`config.mk`:
```
export PLATFORM = sky130hd
export DESIGN_NAME = two_wire_addr_mask_and_handshake
export DESIGN_NICKNAME = d
export VERILOG_FILES = /design/src/two_wire_pkg.sv /design/src/two_wire_addr_mask_and_handshake.sv
export VERILOG_INCLUDE_DIRS = /design/src /design/src/src
export SDC_FILE = /design/constraint.sdc
export NUM_CORES = 1
export LEC_CHECK = 0
export BUFFER_PORTS_ARGS = -buffer_cell sky130_fd_sc_hd__buf_4
export CAP_MARGIN = 25
export CORE_MARGIN = 1
export CORE_UTILIZATION = 45
export CTS_BUF_LIST = sky130_fd_sc_hd__clkbuf_4 sky130_fd_sc_hd__clkbuf_8
export DETAILED_ROUTE_END_ITERATION = 7
export MAX_ROUTING_LAYER = met4
export PLACE_DENSITY_LB_ADDON = 0.1
export SLEW_MARGIN = 20
export SYNTH_ARGS = -nofsm -noshare
export SYNTH_HDL_FRONTEND = slang
export SYNTH_SLANG_ARGS = --single-unit
```
`constraint.sdc`:
```
create_clock -name mclk_i -period 2.9 [get_ports mclk_i]
set_input_delay 0.58 -clock mclk_i [delete_from_list [all_inputs] [get_ports mclk_i]]
set_output_delay 0.58 -clock mclk_i [all_outputs]
set_load 0.01 [all_outputs]
```
`src/two_wire_regs.svh`:
```
`ifndef TWO_WIRE_REGS_SVH
`define TWO_WIRE_REGS_SVH
// Register offsets on the plain register port
`define ADDR_CONTROL 3'h0
`define ADDR_STATUS 3'h1
`define ADDR_DATA 3'h2
`define ADDR_OWN 3'h3
`define ADDR_MASK 3'h4
// Control register bit positions
`define CTL_DONE 7
`define CTL_ACKEN 6
`define CTL_START 5
`define CTL_STOP 4
`define CTL_COLL 3
`define CTL_EN 2
`define CTL_IE 0
// Reset values
`define RST_STATUS_CODE 5'h1F
`define RST_DATA 8'hFF
`define RST_OWN 8'hFE
`define RST_MASK 7'h00
// Status codes (upper five bits of status)
`define ST_START 5'h01
`define ST_SLA_ACK 5'h03
`define ST_SLA_NACK 5'h04
`define ST_DATA_ACK 5'h05
`define ST_DATA_NACK 5'h06
`define ST_IDLE 5'h1F
// Quarter-bit step in system clocks, less one (divider reload value)
`define HALF_BIT_CYCLES 8'd50
`endif

```
`src/two_wire_pkg.sv`:
```
`default_nettype none
package two_wire_pkg;
    typedef enum logic [6:0] {
        S_IDLE = 7'h01,
        S_WAIT_FREE = 7'h02,
        S_START = 7'h04,
        S_HOLD = 7'h08,
        S_BITS = 7'h10,
        S_ACK = 7'h20,
        S_STOP = 7'h40
    } phase_e;
    typedef struct packed {
        logic [6:0] ctl;
        logic [4:0] code;
        logic [1:0] presc;
        logic [7:0] data;
        logic [7:0] own;
        logic [6:0] mask;
    } regs_s;
    typedef struct packed {
        logic scl_out;
        logic sda_out;
    } pins_s;
endpackage : two_wire_pkg
`default_nettype wire

```
`src/two_wire_addr_mask_and_handshake.sv`:
```
// Implementation choices: the register offsets and the strobed register port.
`include "two_wire_regs.svh"
`default_nettype none
// Operation
// - Mask bits 7..1 exclude matching address bits from own-address compare.
// - Mask register bit 0 always reads zero.
// - Job-done flag rises after each bus event, one byte at a time.
// - Interrupt follows flag only with unit and global enables set.
// - Status holds a code describing unit state while flag set.
// - No operation while flag set; clearing launches the selected operation.
// - Flag cleared by writing one to its control bit.
// - After START sent, set flag and post START code.
// - After address sent, set flag and post code with acknowledge state.
// - After data sent, set flag and post code with acknowledge state.
// - After STOP sent, flag stays clear, no event.
// - While flag set, bus clock held low. The code releases it while enable is clear.
// - Status reads five-bit code high, prescaler in low two bits.
// - Own-address holds seven-bit address high, general call enable low.
// - START request waits for free bus, then produces START.
module two_wire_addr_mask_and_handshake #(
    parameter logic [7:0] HALF_BIT = `HALF_BIT_CYCLES
) (
    // Clock and reset
    input wire logic mclk_i,
    input wire logic rst_n_i,
    // Register port
    input wire logic [2:0] addr_i,
    input wire logic [7:0] wdata_i,
    input wire logic wr_i,
    input wire logic rd_i,
    output logic [7:0] rdata_o,
    // Interrupt
    input wire logic global_irq_en_i,
    output logic irq_o,
    // Bus pins
    input wire logic scl_i,
    input wire logic sda_i,
    output logic scl_o,
    output logic scl_oe_n_o,
    output logic sda_o,
    output logic sda_oe_n_o,
    // Received address match
    input wire logic [6:0] rx_addr_i,
    output logic addr_match_o
);
    ////////////////////////////////////////////////////////////////////////
    typedef struct packed {
        two_wire_pkg::regs_s r;
        two_wire_pkg::phase_e ph;
        logic [7:0] tick;
        logic [1:0] q;
        logic [3:0] bitn;
        logic [7:0] shreg;
        logic is_addr;
        logic bus_busy;
        logic [1:0] scl_s;
        logic [1:0] sda_s;
        logic scl_p;
        logic sda_p;
        two_wire_pkg::pins_s pins;
        logic [7:0] rdata;
    } state_s;
    state_s s_q, s_d;

    function automatic logic masked_match(input logic [6:0] a, input logic [6:0] own, input logic [6:0] m);
        masked_match = &(m | ~(a ^ own));
    endfunction : masked_match

    ////////////////////////////////////////////////////////////////////////
    // Next state
    always_comb
    begin
        logic done_set;
        logic [4:0] post;
        logic step;
        done_set = 1'b0;
        post = s_q.r.code;
        s_d = s_q;
        step = 1'b0;
        s_d.scl_s = {s_q.scl_s[0], scl_i};
        s_d.sda_s = {s_q.sda_s[0], sda_i};
        s_d.scl_p = s_q.scl_s[1];
        s_d.sda_p = s_q.sda_s[1];
        // Bus busy tracking from START/STOP seen
        if (s_q.scl_s[1] && s_q.sda_p && !s_q.sda_s[1])
            s_d.bus_busy = 1'b1;
        if (s_q.scl_s[1] && !s_q.sda_p && s_q.sda_s[1])
            s_d.bus_busy = 1'b0;
        // Quarter-bit divider
        if (s_q.tick == 8'h00)
        begin
            s_d.tick = HALF_BIT;
            step = 1'b1;
        end
        else
            s_d.tick = s_q.tick - 8'h01;
        // Read data stand for one cycle only, zero otherwise
        s_d.rdata = 8'h00;
        // Register reads, one cycle later
        if (rd_i)
        begin
            unique case (addr_i)
                `ADDR_CONTROL: s_d.rdata = {s_q.r.ctl[6:1], 1'b0, s_q.r.ctl[0]};
                `ADDR_STATUS: s_d.rdata = {s_q.r.code, 1'b0, s_q.r.presc};
                `ADDR_DATA: s_d.rdata = s_q.r.data;
                `ADDR_OWN: s_d.rdata = s_q.r.own;
                `ADDR_MASK: s_d.rdata = {s_q.r.mask, 1'b0};
                default: s_d.rdata = 8'h00;
            endcase
        end
        // Register writes
        // Done clear and hardware set may meet in one cycle: set applied last
        if (wr_i)
        begin
            unique case (addr_i)
                `ADDR_CONTROL:
                begin
                    s_d.r.ctl[`CTL_ACKEN-1] = wdata_i[`CTL_ACKEN];
                    s_d.r.ctl[`CTL_START-1] = wdata_i[`CTL_START];
                    s_d.r.ctl[`CTL_STOP-1] = wdata_i[`CTL_STOP];
                    s_d.r.ctl[`CTL_EN-1] = wdata_i[`CTL_EN];
                    s_d.r.ctl[`CTL_IE] = wdata_i[`CTL_IE];
                    if (wdata_i[`CTL_DONE])
                        s_d.r.ctl[`CTL_DONE-1] = 1'b0;
                end
                `ADDR_STATUS: s_d.r.presc = wdata_i[1:0];
                // Data writable only while waiting, else collision
                `ADDR_DATA:
                begin
                    if (s_q.r.ctl[`CTL_DONE-1])
                    begin
                        s_d.r.data = wdata_i;
                        s_d.r.ctl[`CTL_COLL-1] = 1'b0;
                    end
                    else
                        s_d.r.ctl[`CTL_COLL-1] = 1'b1;
                end
                `ADDR_OWN: s_d.r.own = wdata_i;
                `ADDR_MASK: s_d.r.mask = wdata_i[7:1];
                default: s_d.r.own = s_q.r.own;
            endcase
        end
        // Bus sequencer, runs only while flag clear
        // Clearing enable aborts any transfer and releases both lines
        if (!s_q.r.ctl[`CTL_EN-1])
        begin
            s_d.ph = two_wire_pkg::S_IDLE;
            s_d.pins = '{scl_out: 1'b1, sda_out: 1'b1};
        end
        else if (step)
        begin
            unique case (s_q.ph)
                two_wire_pkg::S_IDLE, two_wire_pkg::S_HOLD:
                begin
                    if (!s_q.r.ctl[`CTL_DONE-1])
                    begin
                        if (s_q.r.ctl[`CTL_START-1])
                            s_d.ph = two_wire_pkg::S_WAIT_FREE;
                        else if (s_q.ph == two_wire_pkg::S_HOLD && s_q.r.ctl[`CTL_STOP-1])
                        begin
                            s_d.ph = two_wire_pkg::S_STOP;
                            s_d.q = 2'd0;
                        end
                        else if (s_q.ph == two_wire_pkg::S_HOLD)
                        begin
                            s_d.ph = two_wire_pkg::S_BITS;
                            s_d.shreg = s_q.r.data;
                            s_d.bitn = 4'd0;
                            s_d.q = 2'd0;
                        end
                    end
                end
                two_wire_pkg::S_WAIT_FREE:
                    if (!s_q.bus_busy || s_q.ph == two_wire_pkg::S_WAIT_FREE && s_q.pins.scl_out == 1'b0)
                    begin
                        s_d.ph = two_wire_pkg::S_START;
                        s_d.pins.scl_out = 1'b1;
                        s_d.pins.sda_out = 1'b1;
                        s_d.q = 2'd0;
                    end
                // Start: data falls while clock high, then clock low
                two_wire_pkg::S_START:
                begin
                    s_d.q = s_q.q + 2'd1;
                    if (s_q.q == 2'd1)
                        s_d.pins.sda_out = 1'b0;
                    if (s_q.q == 2'd2)
                    begin
                        s_d.pins.scl_out = 1'b0;
                        done_set = 1'b1;
                        post = `ST_START;
                        s_d.is_addr = 1'b1;
                        s_d.ph = two_wire_pkg::S_HOLD;
                    end
                end
                // Bit slot: set data, raise clock, sample, lower clock
                // Ninth slot releases data and reads the acknowledge
                two_wire_pkg::S_BITS, two_wire_pkg::S_ACK:
                begin
                    s_d.q = s_q.q + 2'd1;
                    unique case (s_q.q)
                        2'd0: s_d.pins.sda_out = (s_q.ph == two_wire_pkg::S_ACK) ? 1'b1 : s_q.shreg[7];
                        2'd1: s_d.pins.scl_out = 1'b1;
                        2'd2: if (s_q.ph == two_wire_pkg::S_BITS) s_d.shreg = {s_q.shreg[6:0], s_q.sda_s[1]};
                        default:
                        begin
                            s_d.pins.scl_out = 1'b0;
                            if (s_q.ph == two_wire_pkg::S_ACK)
                            begin
                                done_set = 1'b1;
                                post = s_q.is_addr ? (s_q.sda_s[1] ? `ST_SLA_NACK : `ST_SLA_ACK)
                                                   : (s_q.sda_s[1] ? `ST_DATA_NACK : `ST_DATA_ACK);
                                s_d.r.data = s_q.shreg;
                                s_d.is_addr = 1'b0;
                                s_d.ph = two_wire_pkg::S_HOLD;
                            end
                            else if (s_q.bitn == 4'd7)
                                s_d.ph = two_wire_pkg::S_ACK;
                            else
                                s_d.bitn = s_q.bitn + 4'd1;
                        end
                    endcase
                end
                // Stop: data low, clock high, then data released
                two_wire_pkg::S_STOP:
                begin
                    s_d.q = s_q.q + 2'd1;
                    unique case (s_q.q)
                        2'd0: s_d.pins.sda_out = 1'b0;
                        2'd1: s_d.pins.scl_out = 1'b1;
                        2'd2: s_d.pins.sda_out = 1'b1;
                        default:
                        begin
                            s_d.r.ctl[`CTL_STOP-1] = 1'b0;
                            s_d.r.code = `ST_IDLE;
                            s_d.ph = two_wire_pkg::S_IDLE;
                        end
                    endcase
                end
                default: s_d.ph = two_wire_pkg::S_IDLE;
            endcase
        end
        // flag set with status code, set wins over clear
        if (done_set)
        begin
            s_d.r.ctl[`CTL_DONE-1] = 1'b1;
            s_d.r.code = post;
        end
    end

    ////////////////////////////////////////////////////////////////////////
    // State register
    always_ff @(posedge mclk_i)
    begin
        if (!rst_n_i)
        begin
            s_q <= '0;
            s_q.r.code <= `RST_STATUS_CODE;
            s_q.r.data <= `RST_DATA;
            s_q.r.own <= `RST_OWN;
            s_q.r.mask <= `RST_MASK;
            s_q.ph <= two_wire_pkg::S_IDLE;
            s_q.pins <= '{scl_out: 1'b1, sda_out: 1'b1};
            s_q.scl_s <= 2'b11;
            s_q.sda_s <= 2'b11;
            s_q.scl_p <= 1'b1;
            s_q.sda_p <= 1'b1;
        end
        else
            s_q <= s_d;
    end

    ////////////////////////////////////////////////////////////////////////
    // Outputs
    assign rdata_o = s_q.rdata;
    assign irq_o = s_q.r.ctl[`CTL_DONE-1] & s_q.r.ctl[`CTL_IE] & global_irq_en_i;
    // clock held low while flag and enable set
    assign scl_o = 1'b0;
    assign scl_oe_n_o = ~(s_q.r.ctl[`CTL_EN-1] & (~s_q.pins.scl_out | s_q.r.ctl[`CTL_DONE-1]));
    assign sda_o = 1'b0;
    assign sda_oe_n_o = ~(s_q.r.ctl[`CTL_EN-1] & ~s_q.pins.sda_out);
    assign addr_match_o = masked_match(rx_addr_i, s_q.r.own[7:1], s_q.r.mask);
endmodule : two_wire_addr_mask_and_handshake
`default_nettype wire

```
-- After elaboration in Yosys (flattened, before gate mapping)
Cells that the tools add are included.
- reductions and logical operators: 45
- bitwise gates (word level): 13
- add/subtract/negate cells: 3
- equal/unequal tests: 39
- muxes and demuxes: 81
- operators with widths (cell ; number):
    7-bit 2-to-1 mux ; 12
    8-bit 2-to-1 mux ; 10
    5-bit 2-to-1 mux ; 10
    14-bit 2-to-1 mux ; 3
    8-bit one-hot mux with 5 select lines ; 1
    7-bit one-hot mux with 5 select lines ; 1
    2-bit != test (second input constant) ; 16
    12-bit one-hot mux with 2 select lines ; 1
    23-bit 2-to-1 mux ; 1
    1-bit 2-to-1 mux ; 22
    6-bit AND reduction ; 3
    4-bit 2-to-1 mux ; 4
    8-bit AND reduction ; 2
    2-bit AND reduction ; 7
    7-bit AND reduction ; 2
    12-bit 2-to-1 mux ; 1
    3-bit != test (second input constant) ; 4
    2-bit nonzero test ; 6
    2-bit 2-to-1 mux ; 5
    5-bit one-hot mux with 2 select lines ; 1
    10-bit AND reduction ; 1
    2-bit OR reduction ; 5
    9-bit AND reduction ; 1
    8-bit zero test ; 1
    other kinds (41) ; 61
- word-level logic and storage cells: 204
- output and inout port bits: 14
- bits in registers: 83

-- Logic depth before layout (Yosys ltp)
Gate-level depths: netlist (run 1).
- depth after elaboration: 8
- gate-level depth with buffers: 9
- gate-level depth less buffers: 8

-- Least setup slack after synthesis (run 1)
OpenSTA, ideal clock, no wires.
- path type: input-to-reg
- start point: input port addr_i[1]
- end point: register s_q[62] (netlist name)
- required time: 2.771 ns
- stages: 6
- arrival: 2.021 ns
- slack: 0.749 ns
- cell sequence: clkbuf_1 nor3b_2 nand3_1 mux2_2 mux2i_1 nand2_1
- longest elaborated chain between the ends: 8
- RTL lines (what ; RTL line ; text):
    start, declared ; two_wire_addr_mask_and_handshake.sv:27 ; input wire logic [2:0] addr_i,
    3-bit by 2-bit equality test with 1-bit output (*) ; two_wire_addr_mask_and_handshake.sv:115 ; unique case (addr_i)
    8-bit 2-to-1 mux (*) ; two_wire_addr_mask_and_handshake.sv:115 ;
    23-bit 2-to-1 mux (*) ; two_wire_addr_mask_and_handshake.sv:113 ; if (wr_i)
    8-bit 2-to-1 mux ; two_wire_addr_mask_and_handshake.sv:208 ; if (s_q.ph == two_wire_pkg::S_ACK)
    8-bit 2-to-1 mux ; two_wire_addr_mask_and_handshake.sv:201 ; unique case (s_q.q)
    8-bit 2-to-1 mux ; two_wire_addr_mask_and_handshake.sv:152 ; unique case (s_q.ph)
    8-bit 2-to-1 mux ; two_wire_addr_mask_and_handshake.sv:150 ; else if (step)
    8-bit 2-to-1 mux (*) ; two_wire_addr_mask_and_handshake.sv:145 ; if (!s_q.r.ctl[`CTL_EN-1])
    end, declared ; two_wire_addr_mask_and_handshake.sv:63 ; state_s s_q, s_d;
Mark *: on every way between the ends. The rest lies on a longest branch, timed or not.
A chain may end at the register's enable or synchronous reset.

-- Worst setup path in the final report (run 1)
- start point: register s_q[40] (netlist name)
- end point: register s_q[29] (netlist name)
- longest elaborated chain between the ends: 4
- elaborated cells between the ends (all ways): 17
- those cells by class: eq/ne: 11; mux: 1; reduce/logical: 5
- RTL lines (what ; RTL line):
    7-bit by 6-bit equality test with 1-bit output (tied with other cells) ; two_wire_addr_mask_and_handshake.sv:152, two_wire_addr_mask_and_handshake.sv:208
    2-bit OR reduction or 1-bit logical AND (tied branches) ; two_wire_addr_mask_and_handshake.sv:152, two_wire_addr_mask_and_handshake.sv:159
    2-bit != test (no line) or 2-bit nonzero test (tied branches) ; -
    10-bit AND reduction (no line) ; -
Parallel ways exist; a longest one is shown, timed or not.

==> report_table.html, run 1 <==
<table>
<tr><th>Metric</th><th>Value</th></tr>
<tr><th colspan="2">Synthesis</th></tr>
<tr><td>Most area-consuming cells after synthesis</td><td>sky130_fd_sc_hd__dfxtp_1, sky130_fd_sc_hd__mux2i_1, sky130_fd_sc_hd__nand2_1, sky130_fd_sc_hd__nor2_1, sky130_fd_sc_hd__a21oi_1</td></tr>
<tr><td>Per-instance average area after synthesis</td><td>~8.4 um^2</td></tr>
<tr><td>Total standard cell area after synthesis</td><td>0.00434 mm^2</td></tr>
<tr><td>Post-synthesis sequential element count</td><td>82</td></tr>
<tr><td>Flip-flop cell with the highest count after synthesis</td><td>sky130_fd_sc_hd__dfxtp_1</td></tr>
<tr><td>Synth top area share</td><td>a little under two fifths</td></tr>
<tr><td>Proportion of synthesized flip-flops having asynchronous set or reset</td><td>0%</td></tr>
<tr><td>Number of enable flip-flop cells after synthesis</td><td>0</td></tr>
<tr><td>Number of instances in the synthesized netlist</td><td>about 520</td></tr>
<tr><td>Synth warn</td><td>0</td></tr>
<tr><td>Cell taking the most area after synthesis</td><td>sky130_fd_sc_hd__dfxtp_1</td></tr>
<tr><td>Sequential share of the synthesized area</td><td>37.8%</td></tr>
<tr><td>Number of library cell types mapped by synthesis</td><td>61</td></tr>
<tr><th colspan="2">Placement</th></tr>
<tr><td>Port-buffer cells</td><td>36</td></tr>
<tr><td>Placement-stage cell area</td><td>0.00466 mm^2</td></tr>
<tr><td>Last weighted congestion value of the routability-driven placer</td><td>0.887</td></tr>
<tr><td>Number of placed cells counting well taps</td><td>659</td></tr>
<tr><td>Hpwl dp</td><td>8370 um</td></tr>
<tr><th colspan="2">Routing</th></tr>
<tr><td>Detailed-router iteration count before antenna repair</td><td>4</td></tr>
<tr><td>Post-DR wirelength/cell</td><td>between 15 and 20 um</td></tr>
<tr><td>Wire length reported by the detailed router</td><td>between 10000 and 15000 um</td></tr>
<tr><td>Number of remaining DRC errors</td><td>0</td></tr>
<tr><td>Routed Antenna Nets</td><td>0</td></tr>
<tr><td>Drt initial violations</td><td>approximately 180</td></tr>
<tr><td>Post-detailed-route via-to-cell ratio</td><td>~5.3</td></tr>
<tr><td>Vias post-DR</td><td>3611</td></tr>
<tr><th colspan="2">Finish</th></tr>
<tr><td>Filler cells</td><td>a little over 900</td></tr>
<tr><td>Layout area overhead</td><td>12.6%</td></tr>
<tr><td>Nets@finish</td><td>approximately 570</td></tr>
<tr><td>Share of final-layout standard cells stronger than drive strength 1</td><td>16.8%</td></tr>
<tr><td>Non-filler cells in the finished layout</td><td>just under 700</td></tr>
<tr><td>Final Cell Area</td><td>about 0.0049 mm^2</td></tr>
<tr><td># diodes</td><td>0</td></tr>
<tr><th colspan="2">CTS</th></tr>
<tr><td>Cell at the root of the clock tree</td><td>sky130_fd_sc_hd__clkbuf_8</td></tr>
<tr><td>Resized Gates After CTS</td><td>0</td></tr>
<tr><td>Depth of the CTS H-tree</td><td>3</td></tr>
<tr><td>Clock latency on the worst-skew pair</td><td>350 ps</td></tr>
<tr><td>Clock Sink Count</td><td>82</td></tr>
<tr><td>Hold-fix buffers at CTS</td><td>0</td></tr>
<tr><td>Clock slew seen by the registers of the worst setup and hold paths</td><td>90 ps</td></tr>
<tr><td>CTS tree</td><td>done</td></tr>
<tr><td>Longest Clk Path Bufs</td><td>2</td></tr>
<tr><td>Number of buffers inserted to repair setup after CTS</td><td>0</td></tr>
<tr><td>Clock buffer count from CTS</td><td>9</td></tr>
<tr><th colspan="2">Worst hold path</th></tr>
<tr><td>Worst hold path type</td><td>input pin to register</td></tr>
<tr><th colspan="2">Setup path</th></tr>
<tr><td>Arr. time, crit path</td><td>2750 ps</td></tr>
<tr><td>Combined buffer and inverter count along the critical path</td><td>0</td></tr>
<tr><td>Type of the worst setup path</td><td>register to register</td></tr>
<tr><td>Max stage delay cell, worst path</td><td>sky130_fd_sc_hd__or4_1</td></tr>
<tr><td>Critical Path Start Type</td><td>register</td></tr>
<tr><td>Crit-path max FO</td><td>12</td></tr>
<tr><td>Worst EP required</td><td>3180 ps</td></tr>
<tr><td>Crit path largest cell delay</td><td>570 ps</td></tr>
<tr><td>Family with the most delay on the worst path</td><td>simple AND/OR/NAND/NOR gates</td></tr>
<tr><td>CP cell instances</td><td>or3_1, nor2_1, nand2_1, or4_1, a21oi_1</td></tr>
<tr><td>Nature of the critical path endpoint</td><td>register</td></tr>
<tr><th colspan="2">Pwr</th></tr>
<tr><td>Worst IR Drop VDD</td><td>just under 0.6 mV</td></tr>
<tr><td>Total Power</td><td>roughly 2600 uW</td></tr>
<tr><td>Leakage</td><td>0.00189 uW</td></tr>
<tr><td>Power density over the cells</td><td>532 mW/mm^2</td></tr>
<tr><th colspan="2">Timing</th></tr>
<tr><td>TNS Setup</td><td>0 ps</td></tr>
<tr><td>Relative max-transition margin</td><td>57.7%</td></tr>
<tr><td>Final worst path period need</td><td>2470 ps</td></tr>
<tr><td>Final hold violation count</td><td>0</td></tr>
<tr><td>Final number of setup-violating endpoints</td><td>0</td></tr>
<tr><td>Final worst clock skew</td><td>8.33 ps</td></tr>
<tr><td>Worst-margin pin slew</td><td>between 600 and 700 ps</td></tr>
<tr><td>RSZ-0062 raised after global routing</td><td>no</td></tr>
<tr><td>Max-slew violation total from the final report</td><td>0</td></tr>
<tr><td>Achievable Freq</td><td>405 MHz</td></tr>
<tr><td>Final critical-path share of the clock period</td><td>85.1%</td></tr>
<tr><th colspan="2">GRT</th></tr>
<tr><td>Number of antenna violations at the first check in global routing</td><td>0</td></tr>
<tr><td>Via count of the first global-routing pass</td><td>3436</td></tr>
<tr><td>Pin count of the biggest net entering global routing</td><td>30</td></tr>
<tr><td>Total global routing track utilization</td><td>between 20 and 25%</td></tr>
<tr><td>Remaining Overflow, GRT</td><td>0</td></tr>
<tr><td>First-pass GRT wire length</td><td>between 15000 and 20000 um</td></tr>
<tr><th colspan="2">Die</th></tr>
<tr><td>Starting density of the core</td><td>46.7%</td></tr>
<tr><td>Die W</td><td>100 um</td></tr>
<tr><td>Standard cell core area</td><td>0.00928 mm^2</td></tr>
<tr><td>Std-Cell Rows</td><td>35</td></tr>
<tr><td>Num ports</td><td>39</td></tr>
<tr><td>Die Y-Extent</td><td>100 um</td></tr>
<tr><td>Area of the die</td><td>0.0100 mm^2</td></tr>
<tr><th colspan="2">Run status</th></tr>
<tr><td>Status</td><td>finished, final reports clean</td></tr>
<tr><th colspan="2">Job</th></tr>
<tr><td>Max Cap Viol</td><td>0</td></tr>
</table>
-- worst reg2reg max path, cell delays in order, from the launching register on --
cell	delay, ps
sky130_fd_sc_hd__dfxtp_1	450
sky130_fd_sc_hd__or3_1	520
sky130_fd_sc_hd__nor2_1	370
sky130_fd_sc_hd__nand2_1	340
sky130_fd_sc_hd__or4_1	570
sky130_fd_sc_hd__a21oi_1	150
-- power by group --
part	internal [uW]	switching, uW	leakage (uW)
clock	510	432	0.000112
combinational	186	219	0.00111
sequential	1190	62.9	0.000666
total	1890	714	0.00189
-- placed cells by master, fill, tap and decap left out, types with 4 or more instances in the layout --
| master | Yosys | layout |
|---|---|---|
| sky130_fd_sc_hd__o21ai_0 | 19 | 19 |
| sky130_fd_sc_hd__nor2b_1 | 4 | 4 |
| sky130_fd_sc_hd__a21o_1 | 6 | 6 |
| sky130_fd_sc_hd__a22oi_1 | 4 | 4 |
| sky130_fd_sc_hd__or3_1 | 4 | 4 |
| sky130_fd_sc_hd__ha_1 | 8 | 8 |
| sky130_fd_sc_hd__a21oi_1 | 38 | 38 |
| sky130_fd_sc_hd__nand3b_1 | 6 | 6 |
| sky130_fd_sc_hd__o211ai_1 | 4 | 4 |
| sky130_fd_sc_hd__xnor2_1 | 12 | 12 |
| sky130_fd_sc_hd__nand2b_1 | 15 | 15 |
| sky130_fd_sc_hd__nand2_1 | 70 | 70 |
| sky130_fd_sc_hd__inv_1 | 14 | 14 |
| sky130_fd_sc_hd__dfxtp_1 | 82 | 82 |
| sky130_fd_sc_hd__nor3_1 | 9 | 9 |
| sky130_fd_sc_hd__buf_4 | 12 | 48 |
| sky130_fd_sc_hd__mux2i_1 | 31 | 31 |
| sky130_fd_sc_hd__nand3_1 | 21 | 21 |
| sky130_fd_sc_hd__o22ai_1 | 7 | 7 |
| sky130_fd_sc_hd__clkbuf_8 | 0 | 10 |
| sky130_fd_sc_hd__nor2_1 | 61 | 61 |
| sky130_fd_sc_hd__mux2_2 | 12 | 12 |
| sky130_fd_sc_hd__and3_1 | 4 | 4 |
| sky130_fd_sc_hd__xor2_1 | 4 | 4 |
-- Yosys cell counts, types with 7 or more instances --
cell type,count
sky130_fd_sc_hd__nand2_1,70
sky130_fd_sc_hd__nor2_1,61
sky130_fd_sc_hd__clkbuf_1,14
sky130_fd_sc_hd__nand2b_1,15
sky130_fd_sc_hd__nor3_1,9
sky130_fd_sc_hd__dfxtp_1,82
sky130_fd_sc_hd__a21oi_1,38
sky130_fd_sc_hd__xnor2_1,12
sky130_fd_sc_hd__mux2_2,12
sky130_fd_sc_hd__buf_4,12
sky130_fd_sc_hd__ha_1,8
sky130_fd_sc_hd__o21ai_0,19
sky130_fd_sc_hd__mux2i_1,31
sky130_fd_sc_hd__o22ai_1,7
sky130_fd_sc_hd__nand3_1,21
sky130_fd_sc_hd__inv_1,14
-- flip-flops by register name (all words and copies together) (netlist names) --
register and count:
s_q 70, rdata_o 8, s_d 4
-- kinds of logic (layout without fill, tap and decap cells) --
kind of cell / Yosys count / in the layout / synth area share, %
simple gates: 222 / 222 / 26.0
compound gates: 93 / 93 / 13.5
flops: 82 / 82 / 37.8
buf+inv: 52 / 79 / 6.23
mux: 44 / 44 / 10.8
xor+xnor: 16 / 16 / 3.23
fa+ha+maj: 8 / 8 / 2.31
other cells: 1 / 2 / 0.0864
-- final timing paths --
path,start,to,slack [ps],cells after the start
setup / recovery,s_q[40],s_q[29],430,5
hold / removal,sda_i,s_d[13],400,2
setup reg to reg,s_q[40],s_q[29],430,5
hold reg to reg,s_d[15],s_d[11],420,1
-- stage by stage --
step / worst slack (ps) / hold slack [ps] / util [%]
CTS: 447 / 389 / 52.6
global placement: 491 / 396 / 50.1
detailed placement: 472 / 396 / 50.1
floorplan: 749 / 386 / -
global route: 292 / 379 / 52.6
finish: 432 / 403 / 52.6
-- final cells by class --
cell class | instances | area [um^2] | area share, %
clock inverter | 6 | 90.1 | 1.84
sequential | 82 | 1640 | 33.6
timing repair buffer | 48 | 360 | 7.38
multi-input combinational | 385 | 2440 | 49.9
inverter | 15 | 56.3 | 1.15
tap | 129 | 161 | 3.31
clock buffer | 10 | 138 | 2.82
-- routing by layer --
layer	global-route usage [%]	vias to the layer above	wire length (um)
met3	5.99	6	547
li1	-	1829	-
met5	-	-	0
met1	34.6	1702	5570
met4	4.57	0	52
met2	36.4	74	4950
Power figures use the tool's default switching activity.
==> inputs of run 2 (changes only) <==
- CORE_UTILIZATION: 45 -> 30
==> run 2 against run 1 <==
Worst hold slack got worse by 17 ps. Sequential share of layout area is 0.31 points lower. Non-clock buffer count fell by 3. Die area rose by 49%. First-iteration DRC count is 95% higher. Total power rose by 0.61%. Sequential power hardly changed. Cell count rose by 7.1%. Critical path type unchanged. Largest power group unchanged.
==> report_table.html, run 2 (synthesized netlist as in run 1, its figures left out) <==
<table>
<tr><th>Metric</th><th>Value</th></tr>
<tr><th colspan="2">Pwr</th></tr>
<tr><td>Portion of total power attributed to combinational logic</td><td>15.3% (-0.3 points)</td></tr>
<tr><td>Worst IR Drop VDD</td><td>0.338 mV (-42%)</td></tr>
<tr><td>Power density over the cells</td><td>531 mW/mm^2 (-0.31%)</td></tr>
<tr><td>Total Power</td><td>2620 uW (+0.61%)</td></tr>
<tr><td>Clock Power Share</td><td>36.9% (+0.6 points)</td></tr>
<tr><td>Leakage</td><td>0.00188 uW (-0.48%)</td></tr>
<tr><td>Switching power of the nets</td><td>717 uW (+0.37%)</td></tr>
<tr><td>Total internal power</td><td>1900 uW (+0.70%)</td></tr>
<tr><td>Fraction of power consumed by sequential logic</td><td>47.9% (-0.3 points)</td></tr>
<tr><td>Switching portion of total power</td><td>27.4% (-0.065 points)</td></tr>
<tr><th colspan="2">Finish</th></tr>
<tr><td>Multi-input gate area in the final layout</td><td>0.00244 mm^2 (unchanged)</td></tr>
<tr><td>Register name with the most flops</td><td>s_q</td></tr>
<tr><td>Share of final-layout standard cells stronger than drive strength 1</td><td>16.4% (-0.46 points)</td></tr>
<tr><td># diodes</td><td>0 (unchanged)</td></tr>
<tr><td>Final Cell Area</td><td>0.00493 mm^2 (+0.92%)</td></tr>
<tr><td>Highest-count cells in the layout ignoring fill and taps</td><td>sky130_fd_sc_hd__dfxtp_1, sky130_fd_sc_hd__nand2_1, sky130_fd_sc_hd__nor2_1</td></tr>
<tr><td>Layout area overhead</td><td>13.6%</td></tr>
<tr><td>Leading cell type in the layout, fill and taps excluded</td><td>sky130_fd_sc_hd__dfxtp_1</td></tr>
<tr><td>Nets@finish</td><td>571 (-0.52%)</td></tr>
<tr><td>Register area</td><td>0.00164 mm^2 (unchanged)</td></tr>
<tr><td>Filler cells</td><td>1506 (+64%)</td></tr>
<tr><td>Number of flip-flops in the largest register</td><td>70 (unchanged)</td></tr>
<tr><th colspan="2">Routing</th></tr>
<tr><td>Wire length reported by the detailed router</td><td>11600 um (+4.6%)</td></tr>
<tr><td>Drt initial violations</td><td>356 (+95%)</td></tr>
<tr><td>Post-detailed-route via-to-cell ratio</td><td>4.98 (-6.9%)</td></tr>
<tr><td>Routed Antenna Nets</td><td>0 (unchanged)</td></tr>
<tr><td>Post-DR wirelength/cell</td><td>16.1 um (-2.3%)</td></tr>
<tr><td>Vias post-DR</td><td>3599 (-0.33%)</td></tr>
<tr><td>Detailed-router iteration count before antenna repair</td><td>5 (+1)</td></tr>
<tr><td>Number of remaining DRC errors</td><td>0 (unchanged)</td></tr>
<tr><th colspan="2">Die</th></tr>
<tr><td>Die Y-Extent</td><td>122 um (+22%)</td></tr>
<tr><td>Standard cell core area</td><td>0.0140 mm^2 (+51%)</td></tr>
<tr><td>Die W</td><td>122 um (+22%)</td></tr>
<tr><td>Starting density of the core</td><td>31.0% (-16 points)</td></tr>
<tr><td>Std-Cell Rows</td><td>43 (+23%)</td></tr>
<tr><td>Num ports</td><td>39 (unchanged)</td></tr>
<tr><td>Area of the die</td><td>0.0149 mm^2 (+49%)</td></tr>
<tr><th colspan="2">CTS</th></tr>
<tr><td>Clock buffer count from CTS</td><td>9 (unchanged)</td></tr>
<tr><td>Clock latency on the worst-skew pair</td><td>370 ps (+20 ps)</td></tr>
<tr><td>Depth of the CTS H-tree</td><td>3 (unchanged)</td></tr>
<tr><td>CTS tree</td><td>done</td></tr>
<tr><td>Cell at the root of the clock tree</td><td>sky130_fd_sc_hd__clkbuf_8</td></tr>
<tr><td>Clock Sink Count</td><td>82 (unchanged)</td></tr>
<tr><td>Hold-fix buffers at CTS</td><td>0 (unchanged)</td></tr>
<tr><td>Resized Gates After CTS</td><td>0 (unchanged)</td></tr>
<tr><td>Number of buffers inserted to repair setup after CTS</td><td>0 (unchanged)</td></tr>
<tr><td>Clock slew seen by the registers of the worst setup and hold paths</td><td>90 ps (about the same)</td></tr>
<tr><td>Longest Clk Path Bufs</td><td>2 (unchanged)</td></tr>
<tr><th colspan="2">Setup path</th></tr>
<tr><td>Nature of the critical path endpoint</td><td>register</td></tr>
<tr><td>Arr. time, crit path</td><td>2740 ps (about the same)</td></tr>
<tr><td>Crit path largest cell delay</td><td>770 ps (+200 ps)</td></tr>
<tr><td>Worst EP required</td><td>3190 ps (about the same)</td></tr>
<tr><td>CP cell instances</td><td>or3b_2, nand2_1, o21ai_0, a221oi_1, o211ai_1, o211ai_1</td></tr>
<tr><td>Reg-to-Reg Start</td><td>s_q[46]</td></tr>
<tr><td>Setup slack of the worst register-to-register path</td><td>450 ps (+20 ps)</td></tr>
<tr><td>FF-to-FF End</td><td>s_q[9]</td></tr>
<tr><td>Crit-path max FO</td><td>16 (+4)</td></tr>
<tr><td>Most frequent cell on the critical path</td><td>sky130_fd_sc_hd__o211ai_1</td></tr>
<tr><td>Type of the worst setup path</td><td>register to register</td></tr>
<tr><td>Critical Path Start Type</td><td>register</td></tr>
<tr><td>Max stage delay cell, worst path</td><td>sky130_fd_sc_hd__dfxtp_1</td></tr>
<tr><td>Count of cells along the worst register-to-register path</td><td>6 (+1)</td></tr>
<tr><th colspan="2">Worst hold path</th></tr>
<tr><td>Worst hold path type</td><td>input pin to register</td></tr>
<tr><td>Sink of the worst hold path</td><td>s_d[15]</td></tr>
<tr><td>Worst hold path cell count</td><td>2 (unchanged)</td></tr>
<tr><td>Min-delay src</td><td>scl_i</td></tr>
<tr><th colspan="2">Timing</th></tr>
<tr><td>Final worst clock skew</td><td>12.0 ps (+3.63 ps)</td></tr>
<tr><td>Achievable Freq</td><td>408 MHz (+0.74%)</td></tr>
<tr><td>Final worst path period need</td><td>2450 ps (-18.1 ps)</td></tr>
<tr><td>Relative max-transition margin</td><td>52.9% (-4.9 points)</td></tr>
<tr><td>Max-slew violation total from the final report</td><td>0 (unchanged)</td></tr>
<tr><td>Final critical-path share of the clock period</td><td>84.5% (-0.62 points)</td></tr>
<tr><td>Final hold violation count</td><td>0 (unchanged)</td></tr>
<tr><td>TNS Setup</td><td>0 ps (unchanged)</td></tr>
<tr><td>Final number of setup-violating endpoints</td><td>0 (unchanged)</td></tr>
<tr><td>RSZ-0062 raised after global routing</td><td>no</td></tr>
<tr><td>Setup slack of the critical path after layout</td><td>451 ps (+18.1 ps)</td></tr>
<tr><td>Worst-margin pin slew</td><td>700 ps (+68.2 ps)</td></tr>
<tr><th colspan="2">Placement</th></tr>
<tr><td>Pre-CTS worst setup slack</td><td>441 ps (-31.1 ps)</td></tr>
<tr><td>Port-buffer cells</td><td>36 (unchanged)</td></tr>
<tr><td>Hpwl dp</td><td>8570 um (+2.5%)</td></tr>
<tr><td>Last weighted congestion value of the routability-driven placer</td><td>0.872 (-1.7%)</td></tr>
<tr><td>Placement-stage cell area</td><td>0.00470 mm^2 (+0.89%)</td></tr>
<tr><th colspan="2">GRT</th></tr>
<tr><td>Pin count of the biggest net entering global routing</td><td>30 (unchanged)</td></tr>
<tr><td>First-pass GRT wire length</td><td>18800 um (+2.8%)</td></tr>
<tr><td>Total global routing track utilization</td><td>17.1% (-7.6 points)</td></tr>
<tr><td>Via count of the first global-routing pass</td><td>3475 (+1.1%)</td></tr>
<tr><td>Met2 track utilization from global routing</td><td>24.1% (-12 points)</td></tr>
<tr><td>Remaining Overflow, GRT</td><td>0 (unchanged)</td></tr>
<tr><td>GRT met3 Usage</td><td>2.51% (-3.5 points)</td></tr>
<tr><td>M1 GR Usage</td><td>24.1% (-11 points)</td></tr>
<tr><td>Busiest metal layer after global routing</td><td>met1</td></tr>
<tr><td>Number of antenna violations at the first check in global routing</td><td>0 (unchanged)</td></tr>
<tr><th colspan="2">Run status</th></tr>
<tr><td>Status</td><td>finished, final reports clean</td></tr>
<tr><th colspan="2">Job</th></tr>
<tr><td>Max Cap Viol</td><td>0 (unchanged)</td></tr>
</table>
-- run 2: cell types whose count changed in the layout (fill, tap and decap cells not counted) --
cell                         change
sky130_fd_sc_hd__clkinv_2        -1
sky130_fd_sc_hd__clkbuf_4        +1
sky130_fd_sc_hd__buf_4           -3
sky130_fd_sc_hd__inv_6           +1
sky130_fd_sc_hd__clkinvlp_4      -1
-- run 2: worst max path at each step --
stage | endpoint | start | depth (start not counted) | slack [ps]
2_1_floorplan | s_q[62] | addr_i[1] | 6 | 750
3_3_place_gp | s_q[23] | s_q[40] | 6 | 450
3_5_place_dp | s_q[23] | s_q[40] | 6 | 440
4_1_cts | s_q[25] | s_q[40] | 6 | 410
5_1_grt | s_q[23] | s_q[40] | 6 | 230
6_report | s_q[9] | s_q[46] | 6 | 450
-- run 2: layer usage --
metal | vias up | wire (um)
met2 | 60 | 4940
li1 | 1818 | -
met4 | 0 | 224
met3 | 16 | 376
met1 | 1705 | 6100
met5 | - | 0
-- run 2: worst max-delay path, delay by kind of cell, from the launching register on --
kind	cells	cell delay [ps]
and+or+nand+nor	2	660
DFF	1	770
AOI/OAI and AO/OA	4	950
-- run 2: cell type report --
type	instances	share of cell area (%)
Timing Repair Buffer	45	6.85
Multi-Input combinational cell	385	49.4
Tap cell	180	4.57
Clock inverter	5	1.75
Inverter	15	1.14
Sequential cell	82	33.3
Clock buffer	11	2.94
-- run 2: power by group through the flow --
| stage | logic (uW) | clock network [uW] | registers (uW) |
|---|---|---|---|
| 2_1_floorplan | 300 | 0 | 1260 |
| 3_3_place_gp | 401 | 0 | 1280 |
| 3_5_place_dp | 398 | 0 | 1280 |
| 4_1_cts | 405 | 1000 | 1250 |
| 5_1_grt | 449 | 1060 | 1260 |
| 6_report | 400 | 964 | 1250 |
-- run 2: through the flow --
step / instances / hold WS, ps / utilization, %
5_1_grt: 723 / 366 / 35.2
4_1_cts: 723 / 362 / 35.2
3_5_place_dp: 707 / 398 / 33.6
3_3_place_gp: 707 / 393 / 33.6
2_1_floorplan: 519 / 386 / -
6_report: 723 / 386 / 35.2
==> inputs of run 3 (changes only) <==
- clock period: 2.9 -> 2 ns (I/O delays scaled with it)
==> run 3 against run 2 <==
The run now ends with negative setup slack left. Clock power increased by 39%. Core utilization grew 4.5 points. Clock-buffer cell count unchanged. First-iteration DRC count decreased by 40%. Worst hold slack lost 170 ps. Combinational power increased by 120%. Sequential power is 45% higher. Worst setup slack got worse by 530 ps.
==> report_table.html, run 3 (synthesized netlist as in run 1, its figures left out) <==
<table>
<tr><th>Metric</th><th>Value</th></tr>
<tr><th colspan="2">Finish</th></tr>
<tr><td>Register name with the most flops</td><td>s_q</td></tr>
<tr><td>Fin util</td><td>39.8% (+4.5 points)</td></tr>
<tr><td>Final Cell Area</td><td>0.00556 mm^2 (+13%)</td></tr>
<tr><td>Layout area overhead</td><td>28.2%</td></tr>
<tr><td>Number of flip-flops in the largest register</td><td>70 (unchanged)</td></tr>
<tr><td>Share of final-layout standard cells stronger than drive strength 1</td><td>30.3% (+14 points)</td></tr>
<tr><td>Multi-input gate area in the final layout</td><td>0.00260 mm^2 (+6.8%)</td></tr>
<tr><td>Register area</td><td>0.00165 mm^2 (+0.53%)</td></tr>
<tr><td>Nets@finish</td><td>630 (+10%)</td></tr>
<tr><td>Leading cell type in the layout, fill and taps excluded</td><td>sky130_fd_sc_hd__buf_4</td></tr>
<tr><td>Filler cells</td><td>1418 (-5.8%)</td></tr>
<tr><td>Highest-count cells in the layout ignoring fill and taps</td><td>sky130_fd_sc_hd__buf_4, sky130_fd_sc_hd__dfxtp_1, sky130_fd_sc_hd__nand2_1</td></tr>
<tr><td># diodes</td><td>0 (unchanged)</td></tr>
<tr><th colspan="2">Die</th></tr>
<tr><td>Die Y-Extent</td><td>122 um (unchanged)</td></tr>
<tr><td>Starting density of the core</td><td>31.0% (unchanged)</td></tr>
<tr><td>Area of the die</td><td>0.0149 mm^2 (unchanged)</td></tr>
<tr><td>Standard cell core area</td><td>0.0140 mm^2 (unchanged)</td></tr>
<tr><td>Std-Cell Rows</td><td>43 (unchanged)</td></tr>
<tr><td>Num ports</td><td>39 (unchanged)</td></tr>
<tr><td>Die W</td><td>122 um (unchanged)</td></tr>
<tr><th colspan="2">CTS</th></tr>
<tr><td>Longest Clk Path Bufs</td><td>2 (unchanged)</td></tr>
<tr><td>Depth of the CTS H-tree</td><td>3 (unchanged)</td></tr>
<tr><td>Clock latency on the worst-skew pair</td><td>370 ps (about the same)</td></tr>
<tr><td>CTS tree</td><td>done</td></tr>
<tr><td>Clock slew seen by the registers of the worst setup and hold paths</td><td>90 ps (about the same)</td></tr>
<tr><td>Clock Sink Count</td><td>82 (unchanged)</td></tr>
<tr><td>Cell at the root of the clock tree</td><td>sky130_fd_sc_hd__clkbuf_8</td></tr>
<tr><td>Clock buffer count from CTS</td><td>9 (unchanged)</td></tr>
<tr><th colspan="2">Placement</th></tr>
<tr><td>Last weighted congestion value of the routability-driven placer</td><td>0.878 (+0.69%)</td></tr>
<tr><td>Pre-CTS worst setup slack</td><td>-107 ps (-548 ps)</td></tr>
<tr><td>Placement-stage cell area</td><td>0.00507 mm^2 (+8.0%)</td></tr>
<tr><td>Port-buffer cells</td><td>36 (unchanged)</td></tr>
<tr><td>Hpwl dp</td><td>9640 um (+12%)</td></tr>
<tr><th colspan="2">Pwr</th></tr>
<tr><td>Switching portion of total power</td><td>27.2% (-0.19 points)</td></tr>
<tr><td>Leakage</td><td>0.00222 uW (+18%)</td></tr>
<tr><td>Clock Power Share</td><td>33.3% (-3.6 points)</td></tr>
<tr><td>Fraction of power consumed by sequential logic</td><td>45.2% (-2.7 points)</td></tr>
<tr><td>Total internal power</td><td>2920 uW (+54%)</td></tr>
<tr><td>Worst IR Drop VDD</td><td>0.561 mV (+66%)</td></tr>
<tr><td>Portion of total power attributed to combinational logic</td><td>21.5% (+6.2 points)</td></tr>
<tr><td>Power density over the cells</td><td>722 mW/mm^2 (+36%)</td></tr>
<tr><td>Switching power of the nets</td><td>1090 uW (+52%)</td></tr>
<tr><th colspan="2">Worst hold path</th></tr>
<tr><td>Worst hold path type</td><td>input pin to register</td></tr>
<tr><th colspan="2">Timing</th></tr>
<tr><td>Final worst path period need</td><td>2080 ps (-365 ps)</td></tr>
<tr><td>Relative max-transition margin</td><td>63.4% (+11 points)</td></tr>
<tr><td>RSZ-0062 raised after global routing</td><td>yes</td></tr>
<tr><td>TNS Setup</td><td>-326 ps (-326 ps)</td></tr>
<tr><td>Final hold violation count</td><td>0 (unchanged)</td></tr>
<tr><td>Worst-margin pin slew</td><td>545 ps (-155 ps)</td></tr>
<tr><td>Final number of setup-violating endpoints</td><td>9 (+9)</td></tr>
<tr><td>Max-slew violation total from the final report</td><td>0 (unchanged)</td></tr>
<tr><td>Final worst clock skew</td><td>14.7 ps (+2.74 ps)</td></tr>
<tr><td>Setup slack of the critical path after layout</td><td>-84.2 ps (-535 ps)</td></tr>
<tr><td>Achievable Freq</td><td>480 MHz (+18%)</td></tr>
<tr><td>Final critical-path share of the clock period</td><td>104% (+20 points)</td></tr>
<tr><th colspan="2">Setup path</th></tr>
<tr><td>Setup slack of the worst register-to-register path</td><td>-80 ps (-530 ps)</td></tr>
<tr><td>Type of the worst setup path</td><td>register to register</td></tr>
<tr><td>Worst EP required</td><td>2300 ps (-890 ps)</td></tr>
<tr><td>Nature of the critical path endpoint</td><td>register</td></tr>
<tr><td>Critical Path Start Type</td><td>register</td></tr>
<tr><td>Arr. time, crit path</td><td>2390 ps (-350 ps)</td></tr>
<tr><td>Crit-path max FO</td><td>4 (-12)</td></tr>
<tr><th colspan="2">Routing</th></tr>
<tr><td>Routed Antenna Nets</td><td>0 (unchanged)</td></tr>
<tr><td>Wire length reported by the detailed router</td><td>12800 um (+10%)</td></tr>
<tr><td>Post-DR wirelength/cell</td><td>16.5 um (+2.3%)</td></tr>
<tr><td>Drt initial violations</td><td>214 (-40%)</td></tr>
<tr><td>Detailed-router iteration count before antenna repair</td><td>6 (+1)</td></tr>
<tr><td>Post-detailed-route via-to-cell ratio</td><td>4.90 (-1.5%)</td></tr>
<tr><td>Vias post-DR</td><td>3825 (+6.3%)</td></tr>
<tr><td>Number of remaining DRC errors</td><td>0 (unchanged)</td></tr>
<tr><th colspan="2">GRT</th></tr>
<tr><td>Total global routing track utilization</td><td>18.8% (+1.7 points)</td></tr>
<tr><td>Remaining Overflow, GRT</td><td>0 (unchanged)</td></tr>
<tr><td>Via count of the first global-routing pass</td><td>3755 (+8.1%)</td></tr>
<tr><td>Number of antenna violations at the first check in global routing</td><td>0 (unchanged)</td></tr>
<tr><td>Pin count of the biggest net entering global routing</td><td>21 (-30%)</td></tr>
<tr><td>First-pass GRT wire length</td><td>20700 um (+9.8%)</td></tr>
<tr><th colspan="2">Job</th></tr>
<tr><td>Max Cap Viol</td><td>0 (unchanged)</td></tr>
<tr><th colspan="2">Run status</th></tr>
<tr><td>Violated checks</td><td>negative setup slack</td></tr>
<tr><td>Status</td><td>finished with violations</td></tr>
</table>
-- run 3: final timing paths --
kind	from	to	depth (start not counted)
max	s_q[33]	s_q[41]	9
max reg2reg	s_q[33]	s_q[41]	9
min reg2reg	s_d[13]	s_d[10]	1
min	scl_i	s_d[15]	2
-- run 3: layout make-up --
| type | count | share of cell area (%) |
|---|---|---|
| tap | 180 | 4.05 |
| multi-input combinational | 385 | 46.8 |
| clock inverter | 3 | 1.17 |
| timing repair buffer | 104 | 14.7 |
| sequential | 82 | 29.7 |
| clock buffer | 11 | 2.61 |
| inverter | 15 | 1.01 |
-- run 3: metrics by stage --
step | hold slack (ps) | std cells | power (uW)
2_1_floorplan | 386 | 519 | 2280
3_3_place_gp | 389 | 757 | 2550
3_5_place_dp | 392 | 757 | 2560
4_1_cts | 184 | 778 | 4040
5_1_grt | 198 | 780 | 4240
6_report | 217 | 780 | 4020
-- run 3: repair_timing --
item	4_1_cts	5_1_grt
setup buffers	6	2
setup endpoints to repair	30	38
gates cloned	1	1
hold buffers	0	0
resized for setup	23	42
pin swaps	13	10
-- run 3: power groups by stage --
| stage | clock (uW) | sequential [uW] | combinational (uW) |
|---|---|---|---|
| detailed placement | 0 | 1850 | 714 |
| floorplan | 0 | 1830 | 443 |
| global placement | 0 | 1840 | 707 |
| finish | 1340 | 1810 | 864 |
| CTS | 1390 | 1820 | 834 |
| global route | 1450 | 1830 | 963 |
-- run 3: worst max-delay path, cell delays in order, from the launching register on --
cell and delay [ps]:
sky130_fd_sc_hd__dfxtp_2 340, sky130_fd_sc_hd__inv_2 70, sky130_fd_sc_hd__ha_4 130, sky130_fd_sc_hd__nor4b_4 250, sky130_fd_sc_hd__buf_4 190, sky130_fd_sc_hd__nand2_4 50
sky130_fd_sc_hd__a211o_1 250, sky130_fd_sc_hd__nand3b_1 250, sky130_fd_sc_hd__or3_1 370, sky130_fd_sc_hd__a21oi_2 130
-- run 3: metal layers --
metal	global-route usage (%)	share of wire, %	wire length [um]	vias to the layer above
met5	-	0	0	-
li1	-	-	-	1938
met2	28.0	45	5830	69
met4	4.04	0.79	102	0
met3	4.00	4.2	537	7
met1	25.9	50	6370	1811
